## src/hw/reset_and_clock_select_regs.vh

```
// register map, field positions, reset values and timing counts of the reset and clock select block
`ifndef RESET_AND_CLOCK_SELECT_REGS_VH
`define RESET_AND_CLOCK_SELECT_REGS_VH

// ============================================================
// register byte offsets
`define RCS_OSC_MODE_ADDR   12'h000
`define RCS_CONFIG_ADDR     12'h004
`define RCS_STATUS_ADDR     12'h008
`define RCS_ADDR_W          12

// ============================================================
// oscillator_mode_reg fields
`define RCS_LOW_CLK_BIT     2

// ============================================================
// configuration register fields
`define RCS_DIV_LSB         0
`define RCS_DIV_MSB         2
`define RCS_RST_PIN_EN_BIT  3
`define RCS_DIV_RESET       3'h1
`define RCS_RST_PIN_RESET   1'h1

// ============================================================
// status register fields
`define RCS_ST_RUN_BIT      0
`define RCS_ST_WARM_BIT     1
`define RCS_ST_HOLD_BIT     2
`define RCS_ST_PIN_BIT      3
`define RCS_CAUSE_PIN_BIT   4
`define RCS_CAUSE_WDT_BIT   5

// ============================================================
// timing
`define RCS_WARM_PERIODS    11'h400
`define RCS_WARM_LAST       11'h3ff
`define RCS_SLOW_DIV_LAST   2'h3
`define RCS_RESET_VECTOR    10'h000

`endif

```

## src/hw/reset_and_clock_select.v

```verilog
// reset sequencing and instruction clock selection, with an apb register slave
`timescale 1ns/100ps
`include "reset_and_clock_select_regs.vh"

module reset_and_clock_select (
    // apb clock and reset; pclk stands for the fast internal oscillator
    input  wire        pclk,
    input  wire        presetn,
    // apb slave
    input  wire        psel,
    input  wire        penable,
    input  wire        pwrite,
    input  wire [11:0] paddr,
    input  wire [31:0] pwdata,
    output wire        pready,
    output reg  [31:0] prdata,
    output wire        pslverr,
    // reset sources
    input  wire        ext_reset_n_pin,
    input  wire        watchdog_overflow,
    // slow internal oscillator, one pulse per period
    input  wire        slow_internal_osc,
    // system side
    output reg         sys_reset_n,
    output reg         sys_init,
    output reg         cpu_run,
    output reg         cpu_start,
    output reg  [9:0]  start_address,
    output reg         fcpu_tick,
    output reg         low_clock_active
);

// ============================================================
// sequencer states, one-hot
localparam [3:0] ST_HOLD = 4'h1;   // waiting for reset pin release
localparam [3:0] ST_INIT = 4'h2;   // system registers loaded
localparam [3:0] ST_WARM = 4'h4;   // oscillator warm-up
localparam [3:0] ST_RUN  = 4'h8;   // program executing

// ============================================================
// declarations
reg  [3:0]  state;            // sequencer state
reg  [3:0]  next_state;       // sequencer next state
reg  [10:0] warm_count;       // warm-up period counter
reg         pin_meta;         // first synchroniser stage
reg         pin_sync;         // second synchroniser stage
reg         low_clock_select; // oscillator_mode_reg clock mode bit
reg  [2:0]  div_code;         // divider code option, 2^(code+1)
reg         rst_pin_enable;   // reset pin function option
reg         cause_pin;        // sticky: set by any pin reset
reg         cause_wdt;        // sticky: set by any watchdog reset
reg  [7:0]  fast_count;       // normal mode divider counter
reg  [1:0]  slow_count;       // slow mode divider counter
wire        pin_reset;        // qualified pin reset request
wire        wr_en;            // apb write takes effect
wire        rd_setup;         // apb read setup cycle
wire        addr_ok;          // address hits a register
wire [7:0]  fast_last;        // terminal count of fast divider
wire [31:0] rd_value;         // read mux output

// ============================================================
// reset pin synchroniser; the second stage alone is used
always @(posedge pclk or negedge presetn) begin
    if (!presetn) begin
        pin_meta <= 1'b0;
        pin_sync <= 1'b0;
    end else begin
        pin_meta <= ext_reset_n_pin;
        pin_sync <= pin_meta;
    end
end

// low level means reset; ignored when disabled
assign pin_reset = rst_pin_enable & ~pin_sync;

// ============================================================
// sequencer next state
always @* begin
    next_state = state;
    case (state)
        ST_HOLD: begin
            if (!pin_reset) begin
                next_state = ST_INIT;
            end
        end
        ST_INIT: begin
            next_state = ST_WARM;
        end
        ST_WARM: begin
            if (warm_count == `RCS_WARM_LAST) begin
                next_state = ST_RUN;
            end
        end
        ST_RUN: begin
            next_state = ST_RUN;
        end
        default: begin
            next_state = ST_HOLD;
        end
    endcase
    // pin reset in any state, including warm-up
    if (pin_reset) begin
        next_state = ST_HOLD;
    end else if (watchdog_overflow && (state == ST_RUN || state == ST_WARM)) begin
        next_state = ST_INIT;
    end
end

// ============================================================
// sequencer registers; power-up starts in hold so the pin is checked first
always @(posedge pclk or negedge presetn) begin
    if (!presetn) begin
        state      <= ST_HOLD;
        warm_count <= 11'h000;
    end else begin
        state <= next_state;
        // counter only advances while warming, restarts otherwise
        if (state == ST_WARM && next_state == ST_WARM) begin
            warm_count <= warm_count + 11'h001;
        end else begin
            warm_count <= 11'h000;
        end
    end
end

// ============================================================
// system side outputs, all registered
always @(posedge pclk or negedge presetn) begin
    if (!presetn) begin
        sys_reset_n   <= 1'b0;
        sys_init      <= 1'b0;
        cpu_run       <= 1'b0;
        cpu_start     <= 1'b0;
        start_address <= `RCS_RESET_VECTOR;
    end else begin
        sys_reset_n   <= (next_state == ST_RUN);
        sys_init      <= (next_state == ST_INIT);
        cpu_run       <= (next_state == ST_RUN);
        cpu_start     <= (next_state == ST_RUN) && (state != ST_RUN);
        start_address <= `RCS_RESET_VECTOR;
    end
end

// ============================================================
// apb decode; slave never inserts wait states
assign pready   = 1'b1;
assign addr_ok  = (paddr == `RCS_OSC_MODE_ADDR) || (paddr == `RCS_CONFIG_ADDR) ||
                  (paddr == `RCS_STATUS_ADDR);
assign pslverr  = psel & penable & ~addr_ok;
assign wr_en    = psel & penable & pwrite & addr_ok;
assign rd_setup = psel & ~penable & ~pwrite;

// ============================================================
// oscillator_mode_reg: cleared by every system reset sequence
always @(posedge pclk or negedge presetn) begin
    if (!presetn) begin
        low_clock_select <= 1'b0;
    end else if (state == ST_HOLD || state == ST_INIT) begin
        // system registers back to initial values
        low_clock_select <= 1'b0;
    end else if (wr_en && paddr == `RCS_OSC_MODE_ADDR) begin
        low_clock_select <= pwdata[`RCS_LOW_CLK_BIT];
    end
end

// ============================================================
// configuration options survive system resets, like fused code options
always @(posedge pclk or negedge presetn) begin
    if (!presetn) begin
        div_code       <= `RCS_DIV_RESET;
        rst_pin_enable <= `RCS_RST_PIN_RESET;
    end else if (wr_en && paddr == `RCS_CONFIG_ADDR) begin
        div_code       <= pwdata[`RCS_DIV_MSB:`RCS_DIV_LSB];
        rst_pin_enable <= pwdata[`RCS_RST_PIN_EN_BIT];
    end
end

// ============================================================
// sticky reset cause flags; write one clears, a new cause wins
always @(posedge pclk or negedge presetn) begin
    if (!presetn) begin
        cause_pin <= 1'b0;
        cause_wdt <= 1'b0;
    end else begin
        if (pin_reset) begin
            cause_pin <= 1'b1;
        end else if (wr_en && paddr == `RCS_STATUS_ADDR && pwdata[`RCS_CAUSE_PIN_BIT]) begin
            cause_pin <= 1'b0;
        end
        if (watchdog_overflow && (state == ST_RUN || state == ST_WARM)) begin
            cause_wdt <= 1'b1;
        end else if (wr_en && paddr == `RCS_STATUS_ADDR && pwdata[`RCS_CAUSE_WDT_BIT]) begin
            cause_wdt <= 1'b0;
        end
    end
end

// ============================================================
// read mux
assign rd_value =
    (paddr == `RCS_OSC_MODE_ADDR) ? ({31'h0, low_clock_select} << `RCS_LOW_CLK_BIT) :
    (paddr == `RCS_CONFIG_ADDR)   ? ({31'h0, rst_pin_enable} << `RCS_RST_PIN_EN_BIT) |
                                    {29'h0, div_code} :
    (paddr == `RCS_STATUS_ADDR)   ? ({31'h0, state == ST_RUN}  << `RCS_ST_RUN_BIT)  |
                                    ({31'h0, state == ST_WARM} << `RCS_ST_WARM_BIT) |
                                    ({31'h0, state == ST_HOLD} << `RCS_ST_HOLD_BIT) |
                                    ({31'h0, pin_sync}         << `RCS_ST_PIN_BIT)  |
                                    ({31'h0, cause_pin}        << `RCS_CAUSE_PIN_BIT) |
                                    ({31'h0, cause_wdt}        << `RCS_CAUSE_WDT_BIT) :
    32'h0000_0000;

// read data captured in the setup cycle, stable through the access phase
always @(posedge pclk or negedge presetn) begin
    if (!presetn) begin
        prdata <= 32'h0000_0000;
    end else if (rd_setup) begin
        prdata <= rd_value;
    end
end

// ============================================================
// instruction clock divider
// terminal count 2^(code+1)-1, i.e. divide by 2..256
assign fast_last = (8'h02 << div_code) - 8'h01;

// counters run only while executing, so the first tick follows a whole period;
// a divider change mid-count wraps at once rather than running past the new limit
always @(posedge pclk or negedge presetn) begin
    if (!presetn) begin
        fast_count       <= 8'h00;
        slow_count       <= 2'h0;
        fcpu_tick        <= 1'b0;
        low_clock_active <= 1'b0;
    end else begin
        // clock mode bit picks the source
        low_clock_active <= low_clock_select;
        fcpu_tick        <= 1'b0;
        if (state != ST_RUN) begin
            fast_count <= 8'h00;
            slow_count <= 2'h0;
        // slow source path; fixed divide by four
        end else if (low_clock_select) begin
            fast_count <= 8'h00;
            if (slow_internal_osc) begin
                if (slow_count == `RCS_SLOW_DIV_LAST) begin
                    slow_count <= 2'h0;
                    fcpu_tick  <= 1'b1;
                end else begin
                    slow_count <= slow_count + 2'h1;
                end
            end
        end else begin
            slow_count <= 2'h0;
            if (fast_count >= fast_last) begin
                fast_count <= 8'h00;
                fcpu_tick  <= 1'b1;
            end else begin
                fast_count <= fast_count + 8'h01;
            end
        end
    end
end

endmodule

```

## config.mk

```make
export PLATFORM = sky130hd
export DESIGN_NAME = reset_and_clock_select
export DESIGN_NICKNAME = d
export VERILOG_FILES = /design/src/hw/reset_and_clock_select.v
export VERILOG_INCLUDE_DIRS = /design/src /design/src/hw
export SDC_FILE = /design/constraint.sdc
export NUM_CORES = 1
export LEC_CHECK = 0
export ABC_AREA = 1
export BUFFER_PORTS_ARGS = -buffer_cell sky130_fd_sc_hd__buf_2
export CORE_MARGIN = 8
export CORE_UTILIZATION = 25
export DETAILED_ROUTE_END_ITERATION = 8
export PLACE_DENSITY = 0.49
export SETUP_SLACK_MARGIN = 0.15
export SLEW_MARGIN = 20
export SYNTH_ARGS = -nofsm -noshare
export SYNTH_HDL_FRONTEND = slang
export SYNTH_SLANG_ARGS = --single-unit
```

## constraint.sdc

```tcl
create_clock -name pclk -period 2.1 [get_ports pclk]
set_clock_uncertainty 0.15 [all_clocks]
set_input_delay 0.21 -clock pclk [delete_from_list [all_inputs] [get_ports pclk]]
set_output_delay 0.21 -clock pclk [all_outputs]
set_load 0.02 [all_outputs]
```

==> impl_metrics.toml <==
[logic_synthesis]
synthXorXnorAreaFrac_pct = 5.01
synth_fa_ha_area_share_pct = 4.78
synthCells = 309
synthSimpleGateAreaFrac_pct = 25.5
syn-cell-area_sq_um = 2620
synth.distinct_cells = 30
ys_seq_area_share_pct = 43.1
ys_warn_count = 0
synth_seq_cells = 45
synth_top_family_by_area = "simple AND/OR/NAND/NOR gates"
muxShareOfSynthArea_pct = 0.382
synth_compound_area_share_pct = 5.06
post_synth.cell_area_avg_sq_um = 8.48

[global_route]
grt_pass1_vias = 2012
grt-ovfl-total = 0
grt_use_total_pct = 7.82
grt_pass1_wl_um = 9140
antenna_found_initial = 0
grt_max_degree = 46

[detailed_routing]
drc_errors = 0
drtIter0Drc = 45
wl_um = 5340
via_per_inst = 3.96
postRouteAntennaNets = 0
drt_pre_antenna_iters = 4
wl_per_cell_um = 10.9
num_vias = 1944

[clock_tree]
tritoncts = "built"
clk_pin_slew_ns = 0.08
numCtsBuffers = 5
cts_max_level = 2
cts_buffer_depth = 2
root_buffer = "clkbuf_8"
clk_latency_ns = 0.30
cts.sinks = 45

[cells_and_area]
final-seq-area_sq_um = 1130
synthToLayoutAreaGrowth_pct = 14.2
final_util_pct = 29.2
fillers = 1096
fin_nets = 416
multi_input_area_sq_um = 1230
final_cell_area_sq_um = 2990
final_cell_mix = "nand2_1 (57), dfrtp_1 (40), buf_2 (38), conb_1 (37), nor2_1 (30)"
drive_gt1_share_pct = 22.3
diodes = 0
layout.cells.most_common = "nand2_1"

[power]
seq_power_share_pct = 50.3
p_sw_share_pct = 30.0
powerDensity_nw_per_um2 = 629
power_leakage_nw = 1.48
combPwrFrac_pct = 18.1
vdd.ir_drop.worst_uv = 233
switchingPower_w = 0.000564
p_clk_share_pct = 31.6
p_int_w = 0.00132

[floorplan]
core_area_sq_um = 10200
die_h_um = 118
row_count = 37
die_area_sq_um = 14000
start_util_pct = 25.6
ios = 102
fp.dieW_um = 118

[setup_path]
critPathCaptureType = "flop"
worstSetupStartpointType = "flop"
crit_chain = "nand3_1 > ha_1 > a21oi_1 > o21a_1 > nand3_4 > nor2_1"
crit_type = "reg2reg"
critPathRequiredTime_ns = 2.18
cp_top_family = "flip-flops"
path_max_fanout = 8
worstPathArrival_ns = 1.89
cp_slowest_cell = "dfstp_2"
critPathBufInv = 0
slowest_delay_ns = 0.58

[sta]
setup-tns-final_ns = 0
max_freq_mhz = 552
period_share_pct = 86.3
final_hold_viol_count = 0
worst_pin_slew_ns = 0.565
setup_viol = 0
rsz0062_at_grt = "true"
maxSlewHeadroom_pct = 62.3
min_period_ns = 1.81
setup_slack_ns = 0.288
final_max_slew_viol_count = 0

[place]
port_buffers = 38
place_area_sq_um = 2820
gp_congestion = 0.719
dp_hpwl_um = 4170
dp_slack_ns = 0.145

[min_path]
hold_class = "in2reg"

[job]
maxCapViolCount = 0

[status]
status = "complete, no violations"
[per-layer routing]
metal | vias to the layer above | track usage (%) | wire (um)
li1 | 986 | - | -
met1 | 895 | 8.72 | 2300
met2 | 55 | 12.9 | 2500
met3 | 8 | 3.52 | 462
met4 | 0 | 2.92 | 74
met5 | - | 0 | 0
[registers in the layout, summed over array words and instances (netlist names), 2 cells and up]
name,cells
prdata,6
state,4
slow_count,2
fast_count,8
warm_count,11
div_code,3
[cell usage after synthesis (all sizes together)]
master | n | area (sq um)
a21oi | 11 | 55.1
and3 | 1 | 6.26
buf | 40 | 302
clkbuf | 2 | 7.51
conb | 2 | 7.51
dfrtp | 42 | 1050
dfstp | 3 | 78.8
ha | 10 | 125
inv | 28 | 105
mux2i | 1 | 10.0
nand2 | 62 | 255
nand3 | 20 | 110
nand3b | 3 | 22.5
nand4 | 3 | 18.8
nor2 | 45 | 216
nor3 | 6 | 40.0
o21a | 1 | 7.51
o21ai | 14 | 70.1
xnor2 | 5 | 43.8
xor2 | 10 | 87.6
[worst register-to-register path, stage by stage (launching register included)]
cell and delay, ns:
dfstp_2 0.58, nand3_1 0.09, ha_1 0.31, a21oi_1 0.15, o21a_1 0.21, nand3_4 0.14
nor2_1 0.12
[kinds of logic (layout without fill, tap and decap cells)]
family	Yosys count	count (layout)
adders and majority gates	10	10
xor gates and xnor gates	15	15
and+or+nand+nor	140	140
muxes	1	1
AOI/OAI and AO/OA	26	26
other	2	37
DFF	45	45
buffers and inverters	70	81
[final timing paths]
path	cells after the start	to	slack (ns)	startpoint
max	6	fast_count[2]	0.29	div_code[0]
min	3	div_code[2]	0.01	pwdata[2]
max reg2reg	6	fast_count[2]	0.29	div_code[0]
min reg2reg	0	pin_sync	0.20	pin_meta
max in group asynchronous	3	div_code[2]	1.02	presetn
min in group asynchronous	3	warm_count[4]	0.37	presetn
[cell type report]
cell class                 instances  area share, %
multi-input combinational        229           41.0
sequential                        45           37.9
inverter                          28           3.51
clock inverter                     1          0.167
timing repair buffer              45           8.53
tap                              136           5.69
clock buffer                       7           3.22
[through the flow]
stage	hold WS [ns]	total power, W	instances
4_1_cts	0.00736	0.00190	491
3_3_place_gp	0.173	0.00129	478
2_1_floorplan	-0.236	0.00125	344
5_1_grt	0.0224	0.00198	491
6_report	0.0130	0.00188	491
3_5_place_dp	0.178	0.00129	478
[power by group through the flow]
stage,clock network [W],logic [W],registers (W)
floorplan,0,0.000276,0.000969
global placement,0,0.000321,0.000964
detailed placement,0,0.000324,0.000965
CTS,0.000618,0.000333,0.000948
global route,0.000646,0.000386,0.000953
finish,0.000595,0.000340,0.000946
[repair_timing]
item | 4_1_cts | 5_1_grt
endpoints found under the hold margin | 46 | 0
cloned | 0 | 0
pin swaps | 0 | 1
buffers inserted | 0 | 0
gates resized for setup | 1 | 5
hold buffers | 5 | 0
endpoints found under the setup margin | 8 | 11
Note: power is estimated with default switching activity, not from simulation.
